### src/common/ivp_consts.svh
/*
  Constants for the interrupt vector placement block: vector offsets,
  boot reset address, control bit positions, change-window length.
  Assumes word addresses of program memory, 12 bits wide.
*/
`ifndef IVP_CONSTS_SVH
`define IVP_CONSTS_SVH

`define IVP_PC_W          12
`define IVP_NUM_SRC       18
`define IVP_RESET_ADDR    12'h000
`define IVP_BOOT_ADDR     12'hc00
`define IVP_FIRST_VEC     12'h001
`define IVP_FUSE_PROG     1'b0
`define IVP_CHG_WINDOW_NS 40
`define IVP_CLK_NS        10
`define IVP_CHG_CYCLES    ((`IVP_CHG_WINDOW_NS + `IVP_CLK_NS - 1) / `IVP_CLK_NS)
`define IVP_BIT_SEL       1
`define IVP_BIT_CE        0
`define IVP_SRC_EXT0      0
`define IVP_SRC_EXT1      1
`define IVP_SRC_T2CMP     2
`define IVP_SRC_T2OVF     3
`define IVP_SRC_T1CAP     4
`define IVP_SRC_T1CMPA    5
`define IVP_SRC_T1CMPB    6
`define IVP_SRC_T1OVF     7
`define IVP_SRC_T0OVF     8
`define IVP_SRC_SERIAL    9
`define IVP_SRC_RXDONE    10
`define IVP_SRC_TXEMPTY   11
`define IVP_SRC_TXDONE    12
`define IVP_SRC_ADC       13
`define IVP_SRC_NVM       14
`define IVP_SRC_COMP      15
`define IVP_SRC_TWOWIRE   16
`define IVP_SRC_SELFPROG  17

`endif

### src/common/ivp_pkg.sv
/*
  Types for the interrupt vector placement block.
  Assumes ivp_consts.svh is on the include path.
*/
`include "ivp_consts.svh"
package ivp_pkg;
  typedef logic [`IVP_PC_W-1:0] ivp_addr_t;
  typedef enum logic [1:0] {IVP_IDLE, IVP_OPEN, IVP_HOLD} ivp_chg_t;
endpackage : ivp_pkg

### src/hw/ivp_top.sv
/*
  Interrupt vector placement: reset address, vector table relocation,
  timed change of the vector base, request priority and vector output.
  Assumes request lines are single-clock, already masked by their
  sources' enables, and that the core gives a global enable and an
  acknowledge pulse when it loads the vector; the control register
  write comes in as a strobe with data from the core's I/O decode.
*/
`timescale 1ns/10ps
`default_nettype none
`include "ivp_consts.svh"
module ivp_top #(
  parameter int                  NUM_SRC   = `IVP_NUM_SRC,
  parameter logic [`IVP_PC_W-1:0] BOOT_ADDR = `IVP_BOOT_ADDR
) (
  // clock and reset
  input  wire logic                 MCLK_IN,
  input  wire logic                 NRST_IN,
  // fuse and core status
  input  wire logic                 BOOT_RESET_FUSE_IN,
  input  wire logic                 GLOBAL_IRQ_EN_IN,
  input  wire logic                 INSTR_DONE_IN,
  input  wire logic                 VEC_ACK_IN,
  // control register write and read
  input  wire logic                 CTRL_WR_IN,
  input  wire logic [7:0]           CTRL_WDATA_IN,
  output logic      [7:0]           CTRL_RDATA_OUT,
  // peripheral requests
  input  wire logic [NUM_SRC-1:0]   IRQ_REQ_IN,
  // core program-counter load
  output logic                      RESET_LOAD_OUT,
  output logic                      VEC_LOAD_OUT,
  output logic [`IVP_PC_W-1:0]      VEC_ADDR_OUT,
  output logic [4:0]                VEC_SRC_OUT,
  output logic                      IRQ_BLOCKED_OUT
);
  // parameter checks at elaboration; source index port is 5 bits wide
  if (NUM_SRC < 1 || NUM_SRC > 31)
  begin : g_bad_num_src
    $error("ivp_top: NUM_SRC out of range");
  end
  if (BOOT_ADDR + NUM_SRC >= (1 << `IVP_PC_W))
  begin : g_bad_boot_addr
    $error("ivp_top: table too high");
  end

  localparam logic [2:0] CHG_LAST = 3'(`IVP_CHG_CYCLES - 1);

  // control state
  logic                  sel_q;
  logic                  ce_q;
  logic [2:0]            ce_cnt_q;
  ivp_pkg::ivp_chg_t     chg_st_q;
  logic                  rst_pend_q;
  logic                  vec_load_q;
  logic [`IVP_PC_W-1:0]  vec_addr_q;
  logic [4:0]            vec_src_q;
  logic                  blocked_q;
  logic [7:0]            rdata_q;

  // decode of the control write
  wire wr_ce    = CTRL_WR_IN && CTRL_WDATA_IN[`IVP_BIT_CE];
  wire wr_sel   = CTRL_WR_IN && ce_q && !CTRL_WDATA_IN[`IVP_BIT_CE];
  wire ce_end   = ce_q && ce_cnt_q == CHG_LAST;
  // fuse is static from power-up on, so no synchroniser delays the reset address
  wire fuse_prog = BOOT_RESET_FUSE_IN == `IVP_FUSE_PROG;

  // picker
  wire       any_req;
  wire [4:0] win_idx;
  ivp_prio #(
    .N  (NUM_SRC),
    .IW (5)
  ) ivp_prio_i (
    .req_in  (IRQ_REQ_IN),
    .any_out (any_req),
    .idx_out (win_idx)
  );

  // table base and addresses
  wire [`IVP_PC_W-1:0] vec_base  = sel_q ? BOOT_ADDR : `IVP_RESET_ADDR;
  wire [`IVP_PC_W-1:0] vec_addr  = vec_base + `IVP_FIRST_VEC
                                   + `IVP_PC_W'(win_idx);
  wire [`IVP_PC_W-1:0] rst_addr  = fuse_prog ? BOOT_ADDR : `IVP_RESET_ADDR;

  // blocking window covers change-enable and one instruction after select
  wire block_now = ce_q || wr_ce || chg_st_q != ivp_pkg::IVP_IDLE;
  wire take      = any_req && GLOBAL_IRQ_EN_IN && !block_now
                   && !vec_load_q && !rst_pend_q;

  // change sequence state
  ivp_pkg::ivp_chg_t chg_st_d;
  always_comb
  begin
    chg_st_d = chg_st_q;
    unique case (chg_st_q)
      ivp_pkg::IVP_IDLE:
        if (wr_ce) chg_st_d = ivp_pkg::IVP_OPEN;
      ivp_pkg::IVP_OPEN:
        if (wr_sel) chg_st_d = ivp_pkg::IVP_HOLD;
        else if (ce_end) chg_st_d = ivp_pkg::IVP_IDLE;
      // a fresh change-enable during the hold must reopen the window
      ivp_pkg::IVP_HOLD:
        if (INSTR_DONE_IN && !wr_sel)
          chg_st_d = (ce_q || wr_ce) ? ivp_pkg::IVP_OPEN : ivp_pkg::IVP_IDLE;
    endcase
  end

  always_ff @(posedge MCLK_IN)
  begin
    if (!NRST_IN)
    begin
      chg_st_q <= ivp_pkg::IVP_IDLE;
      ce_q     <= 1'b0;
      ce_cnt_q <= 3'h0;
      sel_q    <= 1'b0;
    end
    else
    begin
      chg_st_q <= chg_st_d;
      if (wr_sel)
        sel_q <= CTRL_WDATA_IN[`IVP_BIT_SEL];
      if (wr_ce && !ce_q)
      begin
        ce_q     <= 1'b1;
        ce_cnt_q <= 3'h0;
      end
      else if (wr_sel || ce_end)
        ce_q <= 1'b0;
      else if (ce_q)
        ce_cnt_q <= ce_cnt_q + 3'h1;
    end
  end

  // reset vector issued once after release
  always_ff @(posedge MCLK_IN)
  begin
    if (!NRST_IN)
      rst_pend_q <= 1'b1;
    else
      rst_pend_q <= 1'b0;
  end

  // vector load held until the core acknowledges
  always_ff @(posedge MCLK_IN)
  begin
    if (!NRST_IN)
    begin
      vec_load_q <= 1'b0;
      vec_addr_q <= `IVP_RESET_ADDR;
      vec_src_q  <= 5'h00;
    end
    else if (rst_pend_q)
    begin
      vec_addr_q <= rst_addr;
    end
    else if (take)
    begin
      vec_load_q <= 1'b1;
      vec_addr_q <= vec_addr;
      vec_src_q  <= win_idx;
    end
    else if (VEC_ACK_IN)
      vec_load_q <= 1'b0;
  end

  always_ff @(posedge MCLK_IN)
  begin
    if (!NRST_IN)
    begin
      blocked_q <= 1'b0;
      rdata_q   <= 8'h00;
    end
    else
    begin
      blocked_q <= block_now;
      rdata_q   <= {6'h00, sel_q, ce_q};
    end
  end

  // reset load pulse registered separately
  logic rst_load_q;
  always_ff @(posedge MCLK_IN)
  begin
    if (!NRST_IN)
      rst_load_q <= 1'b0;
    else
      rst_load_q <= rst_pend_q;
  end

  assign RESET_LOAD_OUT  = rst_load_q;
  assign VEC_LOAD_OUT    = vec_load_q;
  assign VEC_ADDR_OUT    = vec_addr_q;
  assign VEC_SRC_OUT     = vec_src_q;
  assign IRQ_BLOCKED_OUT = blocked_q;
  assign CTRL_RDATA_OUT  = rdata_q;

  // checks on the reset load
  AST_RST_ADDR: assert property (@(posedge MCLK_IN) disable iff (!NRST_IN)
    rst_load_q |-> VEC_ADDR_OUT == (fuse_prog ? BOOT_ADDR : `IVP_RESET_ADDR))
    else $error("reset address wrong");
  AST_RST_ONCE: assert property (@(posedge MCLK_IN) disable iff (!NRST_IN)
    rst_load_q |=> !rst_load_q)
    else $error("reset load longer than one cycle");
  AST_NO_LOAD_RST: assert property (@(posedge MCLK_IN) disable iff (!NRST_IN)
    rst_pend_q |=> !$rose(VEC_LOAD_OUT))
    else $error("vector load during reset load");

  // checks on the vector load
  AST_VEC_ADDR: assert property (@(posedge MCLK_IN) disable iff (!NRST_IN)
    take |=> VEC_ADDR_OUT == (($past(sel_q) ? BOOT_ADDR : `IVP_RESET_ADDR)
                              + `IVP_FIRST_VEC + `IVP_PC_W'($past(win_idx))))
    else $error("vector address wrong");
  AST_SRC_RANGE: assert property (@(posedge MCLK_IN) disable iff (!NRST_IN)
    VEC_LOAD_OUT |-> VEC_SRC_OUT < NUM_SRC)
    else $error("vector source out of range");
  AST_LOAD_CAUSE: assert property (@(posedge MCLK_IN) disable iff (!NRST_IN)
    $rose(VEC_LOAD_OUT) |-> ((($past(IRQ_REQ_IN) >> VEC_SRC_OUT) & (NUM_SRC)'(1)) != '0)
      && $past(GLOBAL_IRQ_EN_IN))
    else $error("vector load without request");
  AST_LOAD_STANDS: assert property (@(posedge MCLK_IN) disable iff (!NRST_IN)
    (VEC_LOAD_OUT && !VEC_ACK_IN) |=> VEC_LOAD_OUT && $stable(VEC_ADDR_OUT)
      && $stable(VEC_SRC_OUT))
    else $error("vector load changed before acknowledge");
  AST_ACK_DROPS: assert property (@(posedge MCLK_IN) disable iff (!NRST_IN)
    (VEC_LOAD_OUT && VEC_ACK_IN) |=> !VEC_LOAD_OUT)
    else $error("vector load held after acknowledge");
  AST_PRIO: assert property (@(posedge MCLK_IN) disable iff (!NRST_IN)
    $rose(VEC_LOAD_OUT) |-> ($past(IRQ_REQ_IN) & ((NUM_SRC)'(1) << VEC_SRC_OUT)
      - (NUM_SRC)'(1)) == '0)
    else $error("lower vector pending");

  // checks on the timed change sequence
  AST_NO_TAKE_BLOCK: assert property (@(posedge MCLK_IN) disable iff (!NRST_IN)
    (ce_q || chg_st_q == ivp_pkg::IVP_HOLD) |=> !$rose(VEC_LOAD_OUT))
    else $error("vector taken while blocked");
  AST_BLOCK_ON_CE: assert property (@(posedge MCLK_IN) disable iff (!NRST_IN)
    wr_ce |=> IRQ_BLOCKED_OUT)
    else $error("change-enable write cycle not blocked");
  AST_HOLD_ENDS: assert property (@(posedge MCLK_IN) disable iff (!NRST_IN)
    (chg_st_q == ivp_pkg::IVP_HOLD && INSTR_DONE_IN && !wr_sel && !ce_q && !wr_ce)
      |=> chg_st_q == ivp_pkg::IVP_IDLE)
    else $error("block not lifted after instruction");
  AST_CE_TIMEOUT: assert property (@(posedge MCLK_IN) disable iff (!NRST_IN)
    ($rose(ce_q) && !CTRL_WR_IN) ##1 !CTRL_WR_IN [*3] |=> !ce_q)
    else $error("change enable did not expire");
  AST_SEL_CLEARS_CE: assert property (@(posedge MCLK_IN) disable iff (!NRST_IN)
    wr_sel |=> !ce_q)
    else $error("change enable kept after select write");
  AST_SEL_NEEDS_CE: assert property (@(posedge MCLK_IN) disable iff (!NRST_IN)
    $changed(sel_q) |-> $past(ce_q) && $past(CTRL_WR_IN))
    else $error("select changed without enable");
  AST_BARE_WRITE: assert property (@(posedge MCLK_IN) disable iff (!NRST_IN)
    (CTRL_WR_IN && !ce_q && !CTRL_WDATA_IN[`IVP_BIT_CE]) |=> $stable(sel_q) && !ce_q)
    else $error("write without enable took effect");
  AST_RDATA_TRACKS: assert property (@(posedge MCLK_IN) disable iff (!NRST_IN)
    1'b1 |=> CTRL_RDATA_OUT == {6'h00, $past(sel_q), $past(ce_q)})
    else $error("control read value wrong");
  AST_SEL_RESET: assert property (@(posedge MCLK_IN)
    !$past(NRST_IN) |-> !sel_q)
    else $error("select not cleared by reset");
endmodule : ivp_top
`default_nettype wire

### src/hw/ivp_prio.sv
/*
  Fixed-priority picker: lowest set index wins.
  Assumes a purely combinational use by its parent.
*/
`timescale 1ns/10ps
`default_nettype none
module ivp_prio #(
  parameter int N  = 18,
  parameter int IW = 5
) (
  // requests
  input  wire logic [N-1:0]  req_in,
  // result
  output logic               any_out,
  output logic [IW-1:0]      idx_out
);
  initial
  begin
    if ((1 << IW) < N) $error("ivp_prio: IW too small");
  end

  always_comb
  begin
    any_out = 1'b0;
    idx_out = '0;
    for (int i = N - 1; i >= 0; i--)
    begin
      if (req_in[i])
      begin
        any_out = 1'b1;
        idx_out = IW'(i);
      end
    end
  end
endmodule : ivp_prio
`default_nettype wire

### config.mk
export PLATFORM = sky130hd
export DESIGN_NAME = ivp_top
export DESIGN_NICKNAME = d
export VERILOG_FILES = /design/src/common/ivp_pkg.sv /design/src/hw/ivp_top.sv /design/src/hw/ivp_prio.sv
export VERILOG_INCLUDE_DIRS = /design/src /design/src/common
export SDC_FILE = /design/constraint.sdc
export NUM_CORES = 1
export LEC_CHECK = 0
export BUFFER_PORTS_ARGS = -buffer_cell sky130_fd_sc_hd__buf_2
export CORE_ASPECT_RATIO = 2
export CORE_UTILIZATION = 50
export DETAILED_ROUTE_END_ITERATION = 16
export PLACE_DENSITY = 0.82
export SKIP_CTS_REPAIR_TIMING = 1
export SLEW_MARGIN = 20
export SYNTH_ARGS = -nofsm -noshare
export SYNTH_HDL_FRONTEND = slang
export SYNTH_SLANG_ARGS = --single-unit
export TNS_END_PERCENT = 20
### constraint.sdc
create_clock -name MCLK_IN -period 2.9 [get_ports MCLK_IN]
set_clock_uncertainty 0.15 [all_clocks]
set_input_delay 0.58 -clock MCLK_IN [delete_from_list [all_inputs] [get_ports MCLK_IN]]
set_output_delay 0.58 -clock MCLK_IN [all_outputs]
set_load 0.03 [all_outputs]
==> metrics.md <==
| Metric | Value |
|---|---|
| Clock slew at reported path FFs | `0.08 ns` |
| Crit path arrival time | `2.27 ns` |
| Layout cell share with drive strength beyond 1 | `29.69%` |
| Worst setup SP type | `primary input` |
| Mean Syn Cell Area | `9.097 µm²` |
| Yosys top cell area share | `37.17%` |
| Initial core utilization | `53.06%` |
| Area leader, netlist | `dfxtp_1` |
| Synth Register Bits | `25` |
| Global placer's final weighted congestion | `0.7983` |
| Std cell rows | `26` |
| Die Y | `75.38 µm` |
| Fmax | `447.5 MHz` |
| RSZ-0062 raised after global routing | `false` |
| Final setup vio count | `0` |
| Final #Nets | `229` |
| CTS Buffer Depth | `2` |
| Layout area overhead | `17.84%` |
| Logic pwr share | `20.3%` |
| TritonCTS clock tree | `built` |
| Final Cycle Share | `77.06%` |
| Fin util | `62.52%` |
| Post-Place Setup Slack | `0.3512 ns` |
| Vias | `1188` |
| DIE WIDTH | `38.69 µm` |
| Final hold viol count | `0` |
| Sw frac | `29.75%` |
| Residual DRC count | `0` |
| EDFF count, synth | `0` |
| Max IR drop VDD | `270.0 µV` |
| Top area cells in the synthesized netlist | `dfxtp_1 (37%), nor2_1 (7.2%), buf_4 (6.1%)` |
| Drt pass-1 iters | `4` |
| Most frequent cells after synthesis | `nor2_1 (26), dfxtp_1 (25), buf_4 (11)` |
| IO Count | `61` |
| Antenna viol nets, final | `0` |
| Vias in the first global route | `1187` |
| Top FF cell, synth | `dfxtp_1` |
| Mapped Cells | `148` |
| GRT Total Usage | `22.47%` |
| Critical path peak fanout | `4` |
| Crit path kind | `in -> reg` |
| Max-slew violations | `0` |
| CP required | `2.93 ns` |
| Post-route setup slack | `0.6654 ns` |
| Grt ovf | `0` |
| Full die area | `2916 µm²` |
| DR WL/cell | `12.92 µm` |
| Ys Warns | `0` |
| Core ar. | `2537 µm²` |
| Post-synthesis async set-or-reset flop share | `0%` |
| CTS Buf Count | `3` |
| Placed cell areas | `1540 µm²` |
| PD cells | `450.1 nW/µm²` |
| Iteration-0 DRC Markers | `23` |
| Seq/Total Area, Yosys | `37.17%` |
| Outcome | `finished clean` |
| Mapped Area | `1346 µm²` |
| Root Buffer | `clkbuf_8` |
| Yosys cell types | `39` |
| Internal | `501.6 µW` |
| Clock H-tree levels | `1` |
| Post-route cell area | `1587 µm²` |
| N_diodes | `0` |
| Clock share of power | `28.6%` |
| Max_cap viols | `0` |
| Worst-Skew Late Latency | `0.26 ns` |
| Psw | `212.4 µW` |
| Via density | `5.400` |
| Initial antenna violation count | `0` |
| Hold_ws | `0.3294 ns` |
| Largest net degree at the start of global routing | `15` |
| Post-layout min period | `2.235 ns` |
| Reg power frac | `51.1%` |
| Final Routed Wirelength | `2842 µm` |
| Top-count cell post-synth | `nor2_1` |
| CTS sink count | `25` |
| HP Class | `reg -> reg` |
| Setup crit end kind | `flip-flop` |
| Pleak | `0.0006986 µW` |
| Dpl hpwl | `2350 µm` |
| PortBufs | `44` |
| Setup TNS | `0 ns` |
| First-pass GRT wire length | `4795 µm` |
-- layout by cell type (no fill, tap or decap), types with 4 or more instances in the layout --
cell / instances
a211oi_1: 5
a21oi_1: 6
and2_1: 4
buf_2: 44
conb_1: 10
dfxtp_1: 25
inv_1: 6
mux2i_1: 8
nand2_1: 4
nand2b_1: 5
nor2_1: 26
nor2b_1: 4
o21ai_0: 6
-- metal layers --
metal	GRT usage, %	up-vias	wire [µm]	part of all wire (%)
li1	-	596	-	-
met1	20.59	553	1072	38
met2	46.48	35	1628	57
met3	2.624	4	106	3.7
met4	6.897	0	34	1.2
met5	0	-	0	0
-- cells by family after synthesis --
logic type               after synthesis  synth area share, %
adder cells (fa/ha/maj)                3                2.788
AND/OR/NAND/NOR                       57                25.28
XOR/XNOR                               3                1.952
AO/OA/AOI/OAI                         31                17.29
buffers and inverters                 20                9.293
other                                  1               0.2785
flip-flops                            25                37.17
multiplexers                           8                5.948
-- critical path, stage by stage --
cell and delay (ns):
buf_2 0.13, o311ai_0 0.46, a311oi_1 0.22, nor3_1 0.28
ha_1 0.25, a31oi_1 0.10, a211oi_1 0.24
-- stage by stage --
step | instances | total power [µW]
floorplan | 157 | 476.1
global placement | 216 | 511.3
detailed placement | 216 | 517.0
CTS | 220 | 714.0
global route | 220 | 751.9
finish | 220 | 714.0
-- state kept, by name (all words and copies together) (netlist names) --
signal / cells
ce_q: 1
rst_pend_q: 1
ce_cnt_q: 3
VEC_SRC_OUT: 5
IRQ_BLOCKED_OUT: 1
CTRL_RDATA_OUT: 2
RESET_LOAD_OUT: 1
VEC_ADDR_OUT: 7
VEC_LOAD_OUT: 1
sel_q: 1
chg_st_q: 2
-- final timing paths --
path | from | endpoint | slack (ns) | depth (start not counted)
worst max register to register | chg_st_q[0]$_SDFFE_PN0P_ | VEC_SRC_OUT[4]$_SDFFE_PN0P_ | 0.85 | 5
worst min register to register | VEC_ADDR_OUT[5]$_SDFFE_PN0P_ | VEC_ADDR_OUT[5]$_SDFFE_PN0P_ | 0.33 | 1
worst max-delay path | IRQ_REQ_IN[13] | VEC_ADDR_OUT[4]$_SDFFE_PN0P_ | 0.67 | 7
worst min-delay path | VEC_ADDR_OUT[5]$_SDFFE_PN0P_ | VEC_ADDR_OUT[5]$_SDFFE_PN0P_ | 0.33 | 1
-- power groups by stage --
stage	logic (µW)	registers, µW	clock network, µW
after detailed placement	144	373	0
after CTS	145	365	204
after floorplan	87.9	388	0
after global placement	139	372	0
final	145	365	204
after global routing	159	367	226
-- cell type report --
class / count / area (µm²)
Clock buffer: 3 / 41.29
Clock inverter: 1 / 5.005
Fill cell: 239 / 950.9
Inverter: 6 / 22.52
Multi-Input combinational cell: 112 / 754.5
Sequential cell: 25 / 500.5
Tap cell: 28 / 35.03
Timing Repair Buffer: 45 / 227.7
No activity file was read; power rests on OpenSTA's default activity.
